$ cat src/common/i2cd_defines.vh
`ifndef I2CD_DEFINES_VH
`define I2CD_DEFINES_VH
// register byte offsets
`define I2CD_A_CTRL 8'h00
`define I2CD_A_DATA 8'h04
`define I2CD_A_STAT 8'h08
`define I2CD_A_PSC 8'h0C
`define I2CD_A_SCLH 8'h10
`define I2CD_A_SCLL 8'h14
// control fields
`define I2CD_C_EN 0
`define I2CD_C_WORD 1
`define I2CD_C_TRX 2
`define I2CD_C_MST 3
`define I2CD_C_STT 4
`define I2CD_C_SSEL_LO 5
`define I2CD_C_SSEL_HI 6
// status fields
`define I2CD_S_TXREADY 0
`define I2CD_S_RXREADY 1
`define I2CD_S_UNDER 2
`define I2CD_S_OVER 3
`define I2CD_S_STARTDET 4
`define I2CD_S_ACTIVE 5
`define I2CD_S_CLKREQ 6
// reset values
`define I2CD_CTRL_RST 7'h00
`define I2CD_PSC_RST 3'h0
`define I2CD_SCLH_RST 8'h05
`define I2CD_SCLL_RST 8'h05
// bus encodings
`define I2CD_HSIZE_BYTE 3'h0
`endif

$ cat src/logic/i2cd_sclgen.v
`timescale 1ns/1ps
`default_nettype none
module i2cd_sclgen #(
  parameter CNTW = 8
) (
  input wire clock,
  input wire rst_b,
  input wire tickEn,
  input wire run,
  input wire [2:0] psc,
  input wire [CNTW-1:0] highCnt,
  input wire [CNTW-1:0] lowCnt,
  input wire holdLow,
  input wire sclIn,
  output wire sclOe,
  output wire lowPhase
);
  localparam ST_HIGH = 2'h0;
  localparam ST_LOW = 2'h1;
  localparam ST_WAIT = 2'h2;

  reg [2:0] pre_r;
  reg [1:0] state_r;
  reg [CNTW-1:0] cnt_r;
  wire pTick;
  wire [CNTW:0] lowLim;
  wire [CNTW:0] highLim;
  wire [CNTW:0] cntInc;

  // prescaled module clock tick
  assign pTick = tickEn && (pre_r == psc);
  assign lowLim = (lowCnt == 0) ? {{CNTW{1'b0}}, 1'b1} : {1'b0, lowCnt};
  assign highLim = (highCnt == 0) ? {{CNTW{1'b0}}, 1'b1} : {1'b0, highCnt};
  assign cntInc = {1'b0, cnt_r} + 1'b1;

  always @(posedge clock) begin
    if (!rst_b || !run) begin
      pre_r <= 3'h0;
    end else if (tickEn) begin
      pre_r <= pTick ? 3'h0 : pre_r + 3'h1;
    end
  end

  always @(posedge clock) begin
    if (!rst_b || !run) begin
      state_r <= ST_HIGH;
      cnt_r <= {CNTW{1'b0}};
    end else begin
      case (state_r)
        ST_LOW: begin
          if (pTick) begin
            if (cntInc >= lowLim) begin
              state_r <= ST_WAIT;
              cnt_r <= {CNTW{1'b0}};
            end else begin
              cnt_r <= cntInc[CNTW-1:0];
            end
          end
        end
        ST_WAIT: begin
          // high period starts only once the wire is released
          if (sclIn) begin
            state_r <= ST_HIGH;
          end
        end
        ST_HIGH: begin
          if (!sclIn) begin
            state_r <= ST_LOW;
            cnt_r <= {CNTW{1'b0}};
          end else if (pTick) begin
            if (cntInc >= highLim) begin
              state_r <= ST_LOW;
              cnt_r <= {CNTW{1'b0}};
            end else begin
              cnt_r <= cntInc[CNTW-1:0];
            end
          end
        end
        default: begin
          state_r <= ST_HIGH;
          cnt_r <= {CNTW{1'b0}};
        end
      endcase
    end
  end

  assign lowPhase = (state_r == ST_LOW);
  assign sclOe = (run && lowPhase) || holdLow;
endmodule // i2cd_sclgen
`default_nettype wire

$ cat src/logic/i2cd_top.v
// Design decisions made here: register access over AHB-Lite and the register offsets.
`timescale 1ns/1ps
`default_nettype none
`include "i2cd_defines.vh"
module i2cd_top #(
  parameter CNTW = 8
) (
  input wire clock,
  input wire rst_b,
  input wire hsel,
  input wire [31:0] haddr,
  input wire [1:0] htrans,
  input wire hwrite,
  input wire [2:0] hsize,
  input wire [31:0] hwdata,
  input wire hready,
  output wire hreadyout,
  output wire [31:0] hrdata,
  output wire hresp,
  input wire [3:0] modClkEn,
  input wire [3:0] srcActive,
  output wire clkRequest,
  output wire fsmClkEn,
  input wire activity,
  input wire startAck,
  input wire startDetect,
  input wire slaveReq,
  input wire txShiftEmpty,
  input wire txLoad,
  output wire [7:0] txByte,
  output wire txByteValid,
  input wire rxByteValid,
  input wire [7:0] rxByte,
  input wire sclIn,
  output wire sclOut,
  output wire sclOe,
  output wire sclLowPhase
);
  reg ap_r;
  reg ack_r;
  reg [7:0] apAddr_r;
  reg apWrite_r;
  reg apByte_r;
  reg [31:0] hrdata_r;
  reg [6:0] ctrl_r;
  reg [2:0] psc_r;
  reg [CNTW-1:0] sclHigh_r;
  reg [CNTW-1:0] sclLow_r;
  reg [15:0] txReg_r;
  reg txRegFull_r;
  reg [15:0] txHold_r;
  reg txHoldFull_r;
  reg txHi_r;
  reg [15:0] txReg_nxt;
  reg txRegFull_nxt;
  reg [15:0] txHold_nxt;
  reg txHoldFull_nxt;
  reg txHi_nxt;
  reg [7:0] rxAsm_r;
  reg rxAsmHave_r;
  reg [15:0] rxShift_r;
  reg rxShiftFull_r;
  reg [15:0] rxHold_r;
  reg rxHoldFull_r;
  reg [15:0] rxReg_r;
  reg rxRegFull_r;
  reg [7:0] rxAsm_nxt;
  reg rxAsmHave_nxt;
  reg [15:0] rxShift_nxt;
  reg rxShiftFull_nxt;
  reg [15:0] rxHold_nxt;
  reg rxHoldFull_nxt;
  reg [15:0] rxReg_nxt;
  reg rxRegFull_nxt;
  reg txUnder_r;
  reg rxOver_r;
  reg startDet_r;
  reg clkReq_r;
  reg actPrev_r;
  reg sttPrev_r;
  reg [31:0] rdMux;

  wire accept;
  wire doAcc;
  wire wrEn;
  wire rdEn;
  wire enable;
  wire wordSel;
  wire trxDir;
  wire master;
  wire sttBit;
  wire [1:0] srcSel;
  wire dataWr;
  wire [15:0] wrVal;
  wire rxPop;
  wire underSet;
  wire overSet;
  wire rxStall;
  wire slvHold;
  wire actFall;
  wire reqSet;
  wire txReady;
  wire [6:0] status;

  assign enable = ctrl_r[`I2CD_C_EN];
  assign wordSel = ctrl_r[`I2CD_C_WORD];
  assign trxDir = ctrl_r[`I2CD_C_TRX];
  assign master = ctrl_r[`I2CD_C_MST];
  assign sttBit = ctrl_r[`I2CD_C_STT];
  assign srcSel = ctrl_r[`I2CD_C_SSEL_HI:`I2CD_C_SSEL_LO];

  // bus slave: one wait state, then OKAY
  assign accept = hsel && htrans[1] && hready;
  assign doAcc = ap_r && !ack_r;
  assign wrEn = doAcc && apWrite_r;
  assign rdEn = doAcc && !apWrite_r;
  assign hreadyout = !doAcc;
  assign hresp = 1'b0;
  assign hrdata = hrdata_r;

  always @(posedge clock) begin
    if (!rst_b) begin
      ap_r <= 1'b0;
      ack_r <= 1'b0;
      apAddr_r <= 8'h00;
      apWrite_r <= 1'b0;
      apByte_r <= 1'b0;
    end else if (accept) begin
      ap_r <= 1'b1;
      ack_r <= 1'b0;
      apAddr_r <= {haddr[7:2], 2'b00};
      apWrite_r <= hwrite;
      apByte_r <= (hsize == `I2CD_HSIZE_BYTE);
    end else if (ack_r) begin
      ap_r <= 1'b0;
      ack_r <= 1'b0;
    end else if (doAcc) begin
      ack_r <= 1'b1;
    end
  end

  assign txReady = enable && trxDir && !txHoldFull_r;
  assign status = {clkReq_r, activity, startDet_r, rxOver_r,
                   txUnder_r, rxRegFull_r, txReady};

  always @* begin
    rdMux = 32'h00000000;
    case (apAddr_r)
      `I2CD_A_CTRL: rdMux = {25'h0000000, ctrl_r};
      `I2CD_A_DATA: rdMux = {16'h0000, trxDir ? txReg_r : rxReg_r};
      `I2CD_A_STAT: rdMux = {25'h0000000, status};
      `I2CD_A_PSC: rdMux = {29'h00000000, psc_r};
      `I2CD_A_SCLH: rdMux[CNTW-1:0] = sclHigh_r;
      `I2CD_A_SCLL: rdMux[CNTW-1:0] = sclLow_r;
      default: rdMux = 32'h00000000;
    endcase
  end

  always @(posedge clock) begin
    if (!rst_b) begin
      hrdata_r <= 32'h00000000;
    end else if (rdEn) begin
      hrdata_r <= rdMux;
    end
  end

  always @(posedge clock) begin
    if (!rst_b) begin
      ctrl_r <= `I2CD_CTRL_RST;
      psc_r <= `I2CD_PSC_RST;
      sclHigh_r <= `I2CD_SCLH_RST;
      sclLow_r <= `I2CD_SCLL_RST;
    end else begin
      if (wrEn && apAddr_r == `I2CD_A_CTRL) begin
        ctrl_r <= hwdata[6:0];
      end else if (startAck) begin
        ctrl_r[`I2CD_C_STT] <= 1'b0;
      end
      if (wrEn && apAddr_r == `I2CD_A_PSC) begin
        psc_r <= hwdata[2:0];
      end
      if (wrEn && apAddr_r == `I2CD_A_SCLH) begin
        sclHigh_r <= hwdata[CNTW-1:0];
      end
      if (wrEn && apAddr_r == `I2CD_A_SCLL) begin
        sclLow_r <= hwdata[CNTW-1:0];
      end
    end
  end

  // data register access
  assign dataWr = wrEn && apAddr_r == `I2CD_A_DATA &&
                  !(wordSel && apByte_r);
  assign wrVal = wordSel ? hwdata[15:0] : {8'h00, hwdata[7:0]};
  assign rxPop = rdEn && apAddr_r == `I2CD_A_DATA && enable && !trxDir;

  // transmit: data register plus holding buffer
  always @* begin
    txReg_nxt = txReg_r;
    txRegFull_nxt = txRegFull_r;
    txHold_nxt = txHold_r;
    txHoldFull_nxt = txHoldFull_r;
    txHi_nxt = txHi_r;
    if (!enable) begin
      txRegFull_nxt = 1'b0;
      txHoldFull_nxt = 1'b0;
      txHi_nxt = 1'b0;
    end else begin
      if (txLoad && txRegFull_r) begin
        if (wordSel && !txHi_r) begin
          txReg_nxt = {8'h00, txReg_r[15:8]};
          txHi_nxt = 1'b1;
        end else begin
          txHi_nxt = 1'b0;
          if (txHoldFull_r) begin
            txReg_nxt = txHold_r;
            txHoldFull_nxt = 1'b0;
          end else begin
            txRegFull_nxt = 1'b0;
          end
        end
      end
      if (dataWr && trxDir) begin
        if (!txRegFull_nxt) begin
          txReg_nxt = wrVal;
          txRegFull_nxt = 1'b1;
        end else if (!txHoldFull_nxt) begin
          txHold_nxt = wrVal;
          txHoldFull_nxt = 1'b1;
        end
      end
    end
  end

  // receive: assembler, shift stage, holding buffer, data register
  always @* begin
    rxAsm_nxt = rxAsm_r;
    rxAsmHave_nxt = rxAsmHave_r;
    rxShift_nxt = rxShift_r;
    rxShiftFull_nxt = rxShiftFull_r;
    rxHold_nxt = rxHold_r;
    rxHoldFull_nxt = rxHoldFull_r;
    rxReg_nxt = rxReg_r;
    rxRegFull_nxt = rxRegFull_r;
    if (!enable) begin
      rxAsmHave_nxt = 1'b0;
      rxShiftFull_nxt = 1'b0;
      rxHoldFull_nxt = 1'b0;
      rxRegFull_nxt = 1'b0;
    end else begin
      if (rxPop) begin
        rxRegFull_nxt = 1'b0;
      end
      if (rxHoldFull_nxt && !rxRegFull_nxt) begin
        rxReg_nxt = rxHold_nxt;
        rxRegFull_nxt = 1'b1;
        rxHoldFull_nxt = 1'b0;
      end
      if (rxShiftFull_nxt && !rxHoldFull_nxt) begin
        if (rxRegFull_nxt) begin
          rxHold_nxt = rxShift_nxt;
          rxHoldFull_nxt = 1'b1;
        end else begin
          rxReg_nxt = rxShift_nxt;
          rxRegFull_nxt = 1'b1;
        end
        rxShiftFull_nxt = 1'b0;
      end
      if (rxByteValid && !trxDir && !rxShiftFull_nxt) begin
        if (wordSel && !rxAsmHave_r) begin
          rxAsm_nxt = rxByte;
          rxAsmHave_nxt = 1'b1;
        end else begin
          rxShift_nxt = wordSel ? {rxByte, rxAsm_r} : {8'h00, rxByte};
          rxShiftFull_nxt = 1'b1;
          rxAsmHave_nxt = 1'b0;
        end
      end
    end
  end

  always @(posedge clock) begin
    if (!rst_b) begin
      txReg_r <= 16'h0000;
      txRegFull_r <= 1'b0;
      txHold_r <= 16'h0000;
      txHoldFull_r <= 1'b0;
      txHi_r <= 1'b0;
      rxAsm_r <= 8'h00;
      rxAsmHave_r <= 1'b0;
      rxShift_r <= 16'h0000;
      rxShiftFull_r <= 1'b0;
      rxHold_r <= 16'h0000;
      rxHoldFull_r <= 1'b0;
      rxReg_r <= 16'h0000;
      rxRegFull_r <= 1'b0;
    end else begin
      txReg_r <= txReg_nxt;
      txRegFull_r <= txRegFull_nxt;
      txHold_r <= txHold_nxt;
      txHoldFull_r <= txHoldFull_nxt;
      txHi_r <= txHi_nxt;
      rxAsm_r <= rxAsm_nxt;
      rxAsmHave_r <= rxAsmHave_nxt;
      rxShift_r <= rxShift_nxt;
      rxShiftFull_r <= rxShiftFull_nxt;
      rxHold_r <= rxHold_nxt;
      rxHoldFull_r <= rxHoldFull_nxt;
      rxReg_r <= rxReg_nxt;
      rxRegFull_r <= rxRegFull_nxt;
    end
  end

  assign txByte = txReg_r[7:0];
  assign txByteValid = enable && trxDir && txRegFull_r;

  // error flags: a set in the clearing cycle wins
  assign underSet = enable && trxDir && txShiftEmpty && !txRegFull_r &&
                    !txHoldFull_r &&
                    (master ? activity : slaveReq);
  assign rxStall = rxShiftFull_r && rxHoldFull_r;
  assign overSet = enable && !trxDir && rxStall;

  always @(posedge clock) begin
    if (!rst_b) begin
      txUnder_r <= 1'b0;
      rxOver_r <= 1'b0;
      startDet_r <= 1'b0;
    end else begin
      if (underSet) begin
        txUnder_r <= 1'b1;
      end else if (dataWr || !enable) begin
        txUnder_r <= 1'b0;
      end
      if (overSet) begin
        rxOver_r <= 1'b1;
      end else if (rxPop || !enable) begin
        rxOver_r <= 1'b0;
      end
      if (enable && !master && startDetect) begin
        startDet_r <= 1'b1;
      end else if (wrEn && apAddr_r == `I2CD_A_STAT &&
                   hwdata[`I2CD_S_STARTDET]) begin
        startDet_r <= 1'b0;
      end
    end
  end

  // automatic clock request
  assign actFall = actPrev_r && !activity;
  assign reqSet = enable && ((master && sttBit && !sttPrev_r) ||
                  (!master && startDetect));

  always @(posedge clock) begin
    if (!rst_b) begin
      clkReq_r <= 1'b0;
      actPrev_r <= 1'b0;
      sttPrev_r <= 1'b0;
    end else begin
      actPrev_r <= activity;
      sttPrev_r <= sttBit;
      if (reqSet) begin
        clkReq_r <= 1'b1;
      end else if (actFall || !enable) begin
        clkReq_r <= 1'b0;
      end
    end
  end

  // request drives the shared source for the whole chip
  assign clkRequest = clkReq_r;
  assign fsmClkEn = modClkEn[srcSel] &&
                    (activity || clkReq_r);
  assign slvHold = enable && !master && clkReq_r &&
                   !srcActive[srcSel];
  assign sclOut = 1'b0;

  i2cd_sclgen #(
    .CNTW(CNTW)
  ) u_sclgen (
    .clock(clock),
    .rst_b(rst_b),
    .tickEn(modClkEn[srcSel]),
    .run(enable && master && activity),
    .psc(psc_r),
    .highCnt(sclHigh_r),
    .lowCnt(sclLow_r),
    .holdLow(slvHold || (enable && rxStall)),
    .sclIn(sclIn),
    .sclOe(sclOe),
    .lowPhase(sclLowPhase)
  );
endmodule // i2cd_top
`default_nettype wire

$ cat config.mk
export PLATFORM = sky130hd
export DESIGN_NAME = i2cd_top
export DESIGN_NICKNAME = d
export VERILOG_FILES = /design/src/logic/i2cd_sclgen.v /design/src/logic/i2cd_top.v
export VERILOG_INCLUDE_DIRS = /design/src /design/src/common
export SDC_FILE = /design/constraint.sdc
export NUM_CORES = 1
export LEC_CHECK = 0
export CORE_ASPECT_RATIO = 0.7
export CORE_UTILIZATION = 39
export CTS_BUF_LIST = sky130_fd_sc_hd__clkbuf_16
export CTS_CLUSTER_SIZE = 16
export DETAILED_ROUTE_END_ITERATION = 12
export DONT_BUFFER_PORTS = 1
export SLEW_MARGIN = 20
export SYNTH_ARGS = -nofsm -noshare
export SYNTH_HDL_FRONTEND = slang
export SYNTH_SLANG_ARGS = --single-unit
$ cat constraint.sdc
create_clock -name clock -period 3.8 [get_ports clock]
set_input_delay 0.95 -clock clock [delete_from_list [all_inputs] [get_ports clock]]
set_output_delay 0.95 -clock clock [all_outputs]
set_load 0.005 [all_outputs]
==> results of run 1 <==
sequential cells by signal, indices dropped and copies added (netlist names), 7 cells and up:
| signal | flops |
|---|---|
| hrdata | 16 |
| rxHold_r | 16 |
| rxAsm_r | 8 |
| rxReg_r | 16 |
| sclLow_r | 8 |
| ctrl_r | 7 |
| rxShift_r | 16 |
| u_sclgen.cnt_r | 8 |
| txHold_r | 16 |
| txReg_r | 16 |
| sclHigh_r | 8 |
critical path, delay by kind of cell, from the launching register on:
kind / cells / cell delay, ns
flip-flops: 1 / 0.48
adder cells (fa/ha/maj): 2 / 0.48
XOR/XNOR: 1 / 0.26
AND/OR/NAND/NOR: 5 / 1.27
AO/OA/AOI/OAI: 3 / 0.65
through the flow:
stage | instance area [µm²] | setup slack [ns] | hold slack (ns) | std cells | util
after floorplan | 8520 | 1.00 | 0.433 | 1005 | -
after global placement | 8490 | 0.664 | 0.443 | 1202 | 0.405
after detailed placement | 8490 | 0.633 | 0.452 | 1202 | 0.405
after CTS | 9080 | 0.617 | 0.461 | 1234 | 0.433
after global routing | 9080 | 0.307 | 0.476 | 1234 | 0.433
final | 9080 | 0.567 | 0.461 | 1234 | 0.433
synthesized netlist by cell type, types with 6 or more instances:
cell,n
nor3_1,22
nand2_1,126
buf_2,9
ha_1,18
nor2b_1,38
a22oi_1,9
o221ai_1,21
a311o_1,8
xnor2_1,6
buf_4,31
and3_1,9
o21ai_0,62
clkbuf_1,45
o211a_1,16
mux2_2,16
nor3b_1,13
nand4_1,19
mux2i_1,68
nor2_1,61
inv_1,27
dfxtp_1,166
nand3_1,32
o211ai_1,18
a21oi_1,47
a21boi_0,13
nand2b_1,9
power breakdown:
group	internal, µW	switching [µW]	leakage [µW]
Sequential	1750	8.90	0.00134
Combinational	32.7	49.7	0.00173
Clock	987	784	0.000291
Total	2770	842	0.00336
layout make-up:
| class | count | area [µm²] | area share |
|---|---|---|---|
| multi-input combinational | 720 | 4620 | 0.509 |
| clock inverter | 15 | 168 | 0.0185 |
| sequential | 166 | 3320 | 0.366 |
| inverter | 27 | 101 | 0.0112 |
| clock buffer | 17 | 425 | 0.0468 |
| timing repair buffer | 13 | 97.6 | 0.0107 |
| tap | 276 | 345 | 0.0380 |
final timing paths:
path | start | endpoint | slack, ns | cells after the start
worst max register to register | u_sclgen.cnt_r[0]$_SDFFE_PP0P_ | u_sclgen.state_r[1]$_SDFFE_PP0P_ | 0.57 | 11
worst min-delay path | rxAsm_r[2]$_SDFFE_PN0P_ | rxAsm_r[2]$_SDFFE_PN0P_ | 0.46 | 2
worst max-delay path | u_sclgen.cnt_r[0]$_SDFFE_PP0P_ | u_sclgen.state_r[1]$_SDFFE_PP0P_ | 0.57 | 11
worst min register to register | rxAsm_r[2]$_SDFFE_PN0P_ | rxAsm_r[2]$_SDFFE_PN0P_ | 0.46 | 2
per-layer routing:
layer	share of wire	GRT usage	wire length, µm	up-vias
met2	0.39	0.275	8990	239
met1	0.50	0.317	11500	3233
met5	0	0	0	-
met4	0.0079	0.0437	181	0
li1	-	-	-	3422
met3	0.097	0.0757	2210	14
logic make-up (layout without fill, tap and decap cells):
logic type,Yosys count,in the layout
adders and majority gates,19,19
and+or+nand+nor,360,360
DFF,166,166
muxes,86,86
other,1,18
AOI/OAI and AO/OA,227,227
xor gates and xnor gates,10,10
buffers and inverters,119,72
==> flow_summary.yaml, run 1 <==
clocking:
  clock_tree.buffer_depth: 2
  htree_num_levels: 4
  tritoncts: "yes"
  cts_sinks: 166
  clk_pin_slew_ns: 0.07
  postCtsHoldBufs: 0
  cts_root_buf: "clkbuf_16"
  worst_skew_pair.late_latency_ns: 0.44
  post_cts_buffers: 0
  cts_resized: 0
  total_clock_buffers_created_by_cts: 17
hold_path:
  holdCritPathClass: "reg2reg"
setup_path:
  timing.critical_path.arrival_ns: 3.59
  timing.critical_path.required_ns: 4.16
  classification_of_the_worst_setup_path: "reg2reg"
  timing.critical_path.slowest_cell_delay_ns: 0.48
  worst_setup_path_end_kind: "flip-flop"
  crit_path_cell_trace: "ha_1 > and3_1 > and3_1 > xor2_1 > ha_1 > nand3_1 > or3_1 > o221ai_1 > a21oi_1 > or3_1 > a21oi_1"
  crit_path_start_kind: "flip-flop"
  worst_path_max_delay_cell: "dfxtp_1"
  crit_path_max_fanout: 7
global_route:
  wire_length_of_the_first_global_routing_pass_um: 36000
  grt_start_max_net_pins: 181
  grt_usage: 0.209
  antenna_found_initial: 0
  grt_remaining_overflow: 0
  grt_pass1_vias: 6213
floorplanning:
  rows: 44
  die-area_mm2: 0.0223
  initial_cell_density_of_the_core: 0.403
  fp.coreArea_mm2: 0.0210
  design.portCount: 146
  die_width_um: 178
  die_h_um: 125
power:
  cellPowerDensity_mw_per_mm2: 397
  total_power_uw: 3610
  power.leakage_uw: 0.00336
  vdd_ir_drop_max_mv: 0.323
finish:
  ratio_of_cells_with_drive_above_1_in_the_final_layout: 0.0772
  final_cell_mix: "166 x dfxtp_1, 126 x nand2_1, 68 x mux2i_1"
  area_growth_pct: 7.38
  num-fill-cells: 2061
  finalNetCount: 1061
  antenna_cells_inserted: 0
  layout_commonest_cell: "dfxtp_1"
timing:
  timing_hold_violations_final: 0
  report.final.slew_viol_count: 0
  tightestPinTransition_ns: 1.01
  fin_skew_ns: 0.0135
  fmax_mhz: 309
  worst_rel_slew_slack: 0.328
  setup_tns_after_final_layout_ns: 0
  final.period_utilization: 0.851
  period_needed_ns: 3.23
  rsz0062_at_grt: "false"
  setup_viols_final: 0
outcome:
  run_status: "complete, no violations"
yosys:
  synth_largest_area_cell: "dfxtp_1"
  synth_compound_area_frac: 0.181
  synth-main-ff-cell: "dfxtp_1"
  synth_top_cell_area_share: 0.393
  synth_xor_area_frac: 0.0104
  syn_inst: 988
  dominant_combinational_cell_family_by_area_after_synthesis: "simple AND/OR/NAND/NOR gates"
  synth_edf_count: 0
  simple_logic_cell_fraction_of_the_synthesized_area: 0.213
  async_reset_ff_frac: 0
  synth-seq-cells: 166
  synth_warnings: 0
  post_synth_main_area_contributors: "dfxtp_1 39%, mux2i_1 8.0%, nand2_1 5.6%"
  post_synth_fa_ha_maj_area_fraction: 0.0278
  syn-cell-area_mm2: 0.00846
  synth_cell_types: 62
  synth.avg_cell_area_um2: 8.56
  yosysSeqAreaShare: 0.393
  yosys-mux-area-fraction: 0.107
run:
  timing.max_cap.violations: 0
routing:
  dr_drc_count: 0
  detailedRoute.firstIterationViolations: 643
  wl_um: 22900
  final_routed_wire_length_divided_by_cell_count_um: 18.5
  vias: 6908
  postRouteAntennaNets: 0
  detailedRoute.firstPassIterationCount: 5
  vias_per_cell: 5.60
place:
  routabilityCongestion: 0.835
  place.detailed.hpwl_um: 16200
  io_buffers: 0
Note: power is estimated with default switching activity, not from simulation.
==> run 2: changes to the inputs <==
Settings changed: ABC_AREA from default to 1.
==> run 2 against run 1 <==
Effect of this change: clock skew down 0.0015 ns; synthesized cell count up 20%; utilization down 0.19 points; register-to-register slack better by 0.72 ns; first-iteration DRC count up 9.3%; clock power about the same; power up 1.3%.
==> flow_summary.yaml, run 2 <==
global_route:
  global_route.usage.met1: 0.361
  grt_start_max_net_pins: 78
  wire_length_of_the_first_global_routing_pass_um: 39000
  grt_pass1_vias: 6711
  antenna_found_initial: 0
  grt_usage: 0.227
  grt_util_met3: 0.0586
  global_route.peak_usage_layer: "met1"
  grt_remaining_overflow: 0
  globalRouteMet2Util: 0.288
yosys:
  yosysSeqAreaShare: 0.396
  synth_edf_count: 0
  syn_inst: 1181
  ys_top_cells_by_count: "250 x nand2_1, 166 x dfxtp_1, 144 x a21oi_1"
  synth_warnings: 0
  synth.most_common_cell: "nand2_1"
  async_reset_ff_frac: 0
  synth_top_cell_area_share: 0.396
  synth_largest_area_cell: "dfxtp_1"
  synth.avg_cell_area_um2: 7.11
  synth_cell_types: 47
  syn-cell-area_mm2: 0.00839
  post_synth_main_area_contributors: "dfxtp_1 40%, nand2_1 11%, a21oi_1 8.6%"
  synth-main-ff-cell: "dfxtp_1"
  synth-seq-cells: 166
setup_path:
  rrSetupSlack_ns: 1.29
  crit_path_max_fanout: 38
  worst_path_dominant_cell_family: "flip-flops"
  timing.critical_path.arrival_ns: 1.94
  timing.rr.start: "u_sclgen.cnt_r[0]$_SDFFE_PP0P_"
  classification_of_the_worst_setup_path: "reg2out"
  crit_path_cell_trace: "inv_1 > buf_4 > nor2_1 > o2111ai_1 > nand2_1"
  worst_setup_path_end_kind: "output pin"
  worst_path_max_delay_cell: "dfxtp_2"
  r2r.worst_path.cells: 14
  crit_path_start_kind: "flip-flop"
  timing.critical_path.required_ns: 2.85
  worstPathBufferInverterCount: 2
  critical_path.reg2reg.endpoint: "u_sclgen.cnt_r[4]$_SDFFE_PP0P_"
  timing.critical_path.slowest_cell_delay_ns: 0.62
clocking:
  clk_pin_slew_ns: 0.06
  cts_sinks: 166
  cts_resized: 0
  post_cts_buffers: 0
  postCtsHoldBufs: 0
  total_clock_buffers_created_by_cts: 17
  worst_skew_pair.late_latency_ns: 0.44
  htree_num_levels: 4
  cts_root_buf: "clkbuf_16"
  tritoncts: "yes"
  clock_tree.buffer_depth: 2
floorplanning:
  rows: 44
  die_h_um: 125
  design.portCount: 146
  die-area_mm2: 0.0221
  die_width_um: 177
  initial_cell_density_of_the_core: 0.401
  fp.coreArea_mm2: 0.0209
finish:
  fin_cells: 1433
  finalNetCount: 1260
  area_growth_pct: 7.48
  ratio_of_cells_with_drive_above_1_in_the_final_layout: 0.0674
  layout_commonest_cell: "nand2_1"
  final_cell_mix: "250 x nand2_1, 165 x dfxtp_1, 144 x a21oi_1"
  antenna_cells_inserted: 0
place:
  io_buffers: 0
  dp_cells: 1401
  place.detailed.hpwl_um: 17400
  routabilityCongestion: 0.856
hold_path:
  min_from: "ctrl_r[4]$_SDFFE_PN0P_"
  timing.hold.worst_endpoint: "sttPrev_r$_SDFF_PN0_"
  worst_hold_path.num_cells: 2
  holdCritPathClass: "reg2reg"
outcome:
  run_status: "complete, no violations"
power:
  cellPowerDensity_mw_per_mm2: 405
  power.leakage_uw: 0.00349
  vdd_ir_drop_max_mv: 0.319
timing:
  worst_rel_slew_slack: 0.490
  rsz0062_at_grt: "false"
  period_needed_ns: 2.89
  setup_tns_after_final_layout_ns: 0
  report.final.slew_viol_count: 0
  tightestPinTransition_ns: 0.763
  setup_viols_final: 0
  fmax_mhz: 346
  timing_hold_violations_final: 0
  final.period_utilization: 0.760
  fin_skew_ns: 0.0120
routing:
  postRouteAntennaNets: 0
  final_routed_wire_length_divided_by_cell_count_um: 17.1
  vias_per_cell: 5.36
  detailedRoute.firstIterationViolations: 703
  wl_um: 24500
  detailedRoute.firstPassIterationCount: 5
  dr_drc_count: 0
  vias: 7681
run:
  timing.max_cap.violations: 0
run 2: cell families after synthesis:
kind of cell	Yosys count	share of synthesized area
XOR/XNOR	9	0.00939
AND/OR/NAND/NOR	477	0.254
buffers and inverters	207	0.111
other	1	0.000447
AO/OA/AOI/OAI	303	0.203
flip-flops	166	0.396
adder cells (fa/ha/maj)	18	0.0268
run 2: worst register-to-register path, delay by kind of cell (launching register included):
family	cells	cell delay, ns
compound gates	1	0.13
xor+xnor	1	0.38
fa+ha+maj	2	0.54
buf+inv	1	0.03
flops	1	0.44
simple gates	9	0.91
run 2: report_power, final:
part,leakage [µW],switching [µW],total (µW),internal [µW]
logic,0.00186,92.2,123,31.2
registers,0.00134,9.65,1760,1750
clock network,0.000291,745,1770,1020
total,0.00349,847,3650,2810
run 2: layout make-up:
cell class                 count  area, µm²
sequential                   166       3320
clock buffer                  17        425
timing repair buffer          14        105
multi-input combinational    825       4200
tap                          276        345
fill                        2206      11900
clock inverter                15        164
inverter                     120        453
run 2: worst max path at each step:
stage | startpoint | endpoint | slack [ns] | cells after the start
floorplan | srcActive[0] | sclOe | 1.38 | 4
global placement | rst_b | u_sclgen.pre_r[2]$_SDFFE_PP0P_ | 1.24 | 5
detailed placement | rst_b | u_sclgen.pre_r[2]$_SDFFE_PP0P_ | 1.26 | 5
CTS | ctrl_r[0]$_SDFFE_PN0P_ | sclOe | 0.91 | 5
global route | ctrl_r[0]$_SDFFE_PN0P_ | sclOe | 0.78 | 5
finish | ctrl_r[0]$_SDFFE_PN0P_ | sclOe | 0.91 | 5
run 2: layer usage:
layer,vias up,routed length (µm)
met2,280,9300
met5,-,0
met1,3497,12800
met4,0,334
met3,26,2060
li1,3878,-
run 2: metrics by stage:
step / utilization / setup WS, ns / total power (µW) / hold WS (ns) / cell area [µm²]
final: 0.431 / 0.910 / 3650 / 0.427 / 9020
after CTS: 0.431 / 0.907 / 3680 / 0.434 / 9020
after floorplan: - / 1.38 / 1910 / 0.407 / 8460
after global routing: 0.431 / 0.781 / 3780 / 0.454 / 9020
after detailed placement: 0.403 / 1.26 / 1920 / 0.425 / 8430
after global placement: 0.403 / 1.24 / 1920 / 0.416 / 8430
==> run 3: changes to the inputs <==
Settings changed: ABC_AREA 1 to 0.
Clock period 3.8 ns to 2.3 ns, I/O delays scaled along.
==> run 3 against run 2 <==
Effect of this change: critical endpoint is now u_sclgen.cnt_r[1]$_SDFFE_PP0P_; the run now ends with setup timing left; register-to-register slack got worse by 1.7 ns; combinational power grew 29%; power up 64%; non-clock buffer count up 65.
==> flow_summary.yaml, run 3 (same netlist as run 1, synthesis figures left out) <==
setup_path:
  number_of_stages_on_the_worst_setup_path: 11
  worstPathBufferInverterCount: 1
  timing.critical_path.slowest_cell_delay_ns: 0.38
  r2r.worst_path.cells: 11
  crit_path_cell_trace: "ha_4 > and3_4 > and3_4 > xor2_4 > ha_1 > nand3_2 > or3_4 > o221ai_4 > a21oi_2 > buf_4 > a32o_1"
  timing.critical_path.required_ns: 2.62
  cp_common_cell: "and3_4"
  worst_setup_path_end_kind: "flip-flop"
  crit_path_max_fanout: 4
  worst_path_max_delay_cell: "or3_4"
  timing.critical_path.arrival_ns: 3.00
  crit_path_start_kind: "flip-flop"
  worst_path_dominant_cell_family: "simple AND/OR/NAND/NOR gates"
  classification_of_the_worst_setup_path: "reg2reg"
floorplanning:
  rows: 44
  die_width_um: 178
  die-area_mm2: 0.0223
  initial_cell_density_of_the_core: 0.403
  design.portCount: 146
  die_h_um: 125
  fp.coreArea_mm2: 0.0210
finish:
  finalNetCount: 1127
  antenna_cells_inserted: 0
  final_cell_mix: "162 x dfxtp_1, 125 x nand2_1, 74 x buf_4"
  layout_commonest_cell: "dfxtp_1"
  area_growth_pct: 16.7
  finalInstanceArea_mm2: 0.00987
  fin_cells: 1300
  ratio_of_cells_with_drive_above_1_in_the_final_layout: 0.170
place:
  routabilityCongestion: 0.828
  io_buffers: 0
  instance_area_after_placement_mm2: 0.00910
  dp_cells: 1265
  place.detailed.hpwl_um: 17100
timing:
  final.period_utilization: 1.16
  fin_skew_ns: 0.0118
  period_needed_ns: 2.67
  post-route-worst-setup-slack_ns: -0.371
  rsz0062_at_grt: "true"
  report.final.slew_viol_count: 0
  fmax_mhz: 374
  tightestPinTransition_ns: 0.743
  timing_hold_violations_final: 0
  setup_viols_final: 11
  worst_rel_slew_slack: 0.505
  setup_tns_after_final_layout_ns: -3.06
  finalHoldWorstSlack_ns: 0.259
routing:
  postRouteAntennaNets: 0
  dr_drc_count: 0
  detailedRoute.firstPassIterationCount: 5
  detailedRoute.firstIterationViolations: 531
  wl_um: 23900
  final_routed_wire_length_divided_by_cell_count_um: 18.4
  vias_per_cell: 5.51
  vias: 7161
hold_path:
  holdCritPathClass: "in2reg"
  worst_hold_path.num_cells: 1
power:
  total_power_uw: 5980
  vdd_ir_drop_max_mv: 0.504
  cellPowerDensity_mw_per_mm2: 605
  power.leakage_uw: 0.00375
  clock_power_share: 0.489
  internal_power_uw: 4630
  power_frac_comb: 0.027
  register_share_of_total_power: 0.484
  switching_share: 0.226
  p_sw_uw: 1350
clocking:
  cts_sinks: 166
  tritoncts: "yes"
  clk_pin_slew_ns: 0.07
  htree_num_levels: 4
  clock_tree.buffer_depth: 2
  cts_root_buf: "clkbuf_16"
  worst_skew_pair.late_latency_ns: 0.43
  total_clock_buffers_created_by_cts: 17
  postCtsHoldBufs: 0
global_route:
  grt_start_max_net_pins: 181
  grt_usage: 0.218
  wire_length_of_the_first_global_routing_pass_um: 37300
  grt_pass1_vias: 6688
  antenna_found_initial: 0
  grt_remaining_overflow: 0
outcome:
  run_status: "complete, but fails checks"
  failed_checks: "setup timing"
run:
  timing.max_cap.violations: 0
[run 3: cell count changes in the layout (fill, tap and decap cells not counted), moves of 17 or more]
cell      change
nand2_1     -125
a21oi_1      -99
inv_1        -83
mux2i_1      +68
nand3_1      -62
buf_4        +60
nor2b_1      +38
o221ai_1     +19
o21ai_0      -18
nor3_1       +17
[run 3: area by class of cell]
type                            instances  area [µm²]
Multi-Input combinational cell        720        4840
Fill cell                            2029       11100
Sequential cell                       166        3330
Clock buffer                           18         450
Tap cell                              276         345
Inverter                               27         101
Clock inverter                         14         148
Timing Repair Buffer                   79         656
[run 3: final timing paths]
check | start | endpoint | slack [ns]
max | u_sclgen.cnt_r[1]$_SDFFE_PP0P_ | u_sclgen.cnt_r[1]$_SDFFE_PP0P_ | -0.37
min | activity | actPrev_r$_SDFF_PN0_ | 0.26
max reg2reg | u_sclgen.cnt_r[1]$_SDFFE_PP0P_ | u_sclgen.cnt_r[1]$_SDFFE_PP0P_ | -0.37
min reg2reg | rxAsm_r[4]$_SDFFE_PN0P_ | rxAsm_r[4]$_SDFFE_PN0P_ | 0.46
[run 3: power by group through the flow]
stage,sequential [µW],combinational [µW],clock [µW]
floorplan,2960,169,0
global placement,2960,148,0
detailed placement,2960,150,0
CTS,2890,153,2970
global route,2890,176,3100
finish,2890,159,2920
[run 3: through the flow]
| stage | utilization | setup slack (ns) |
|---|---|---|
| after floorplan | - | -0.238 |
| after global placement | 0.434 | -0.332 |
| after detailed placement | 0.434 | -0.346 |
| after CTS | 0.466 | -0.313 |
| after global routing | 0.471 | -0.454 |
| final | 0.471 | -0.371 |
[run 3: routing by layer]
layer / up-vias / part of all wire / GRT usage
met5: - / 0 / 0
met1: 3427 / 0.51 / 0.324
met4: 0 / 0.0084 / 0.0518
li1: 3540 / - / -
met3: 13 / 0.072 / 0.0627
met2: 181 / 0.41 / 0.305
[run 3: what timing repair did]
item	CTS	global route
pin swaps	10	8
setup buffers	2	1
endpoints found under the hold margin	0	0
endpoints found under the setup margin	11	50
resized for setup	12	13
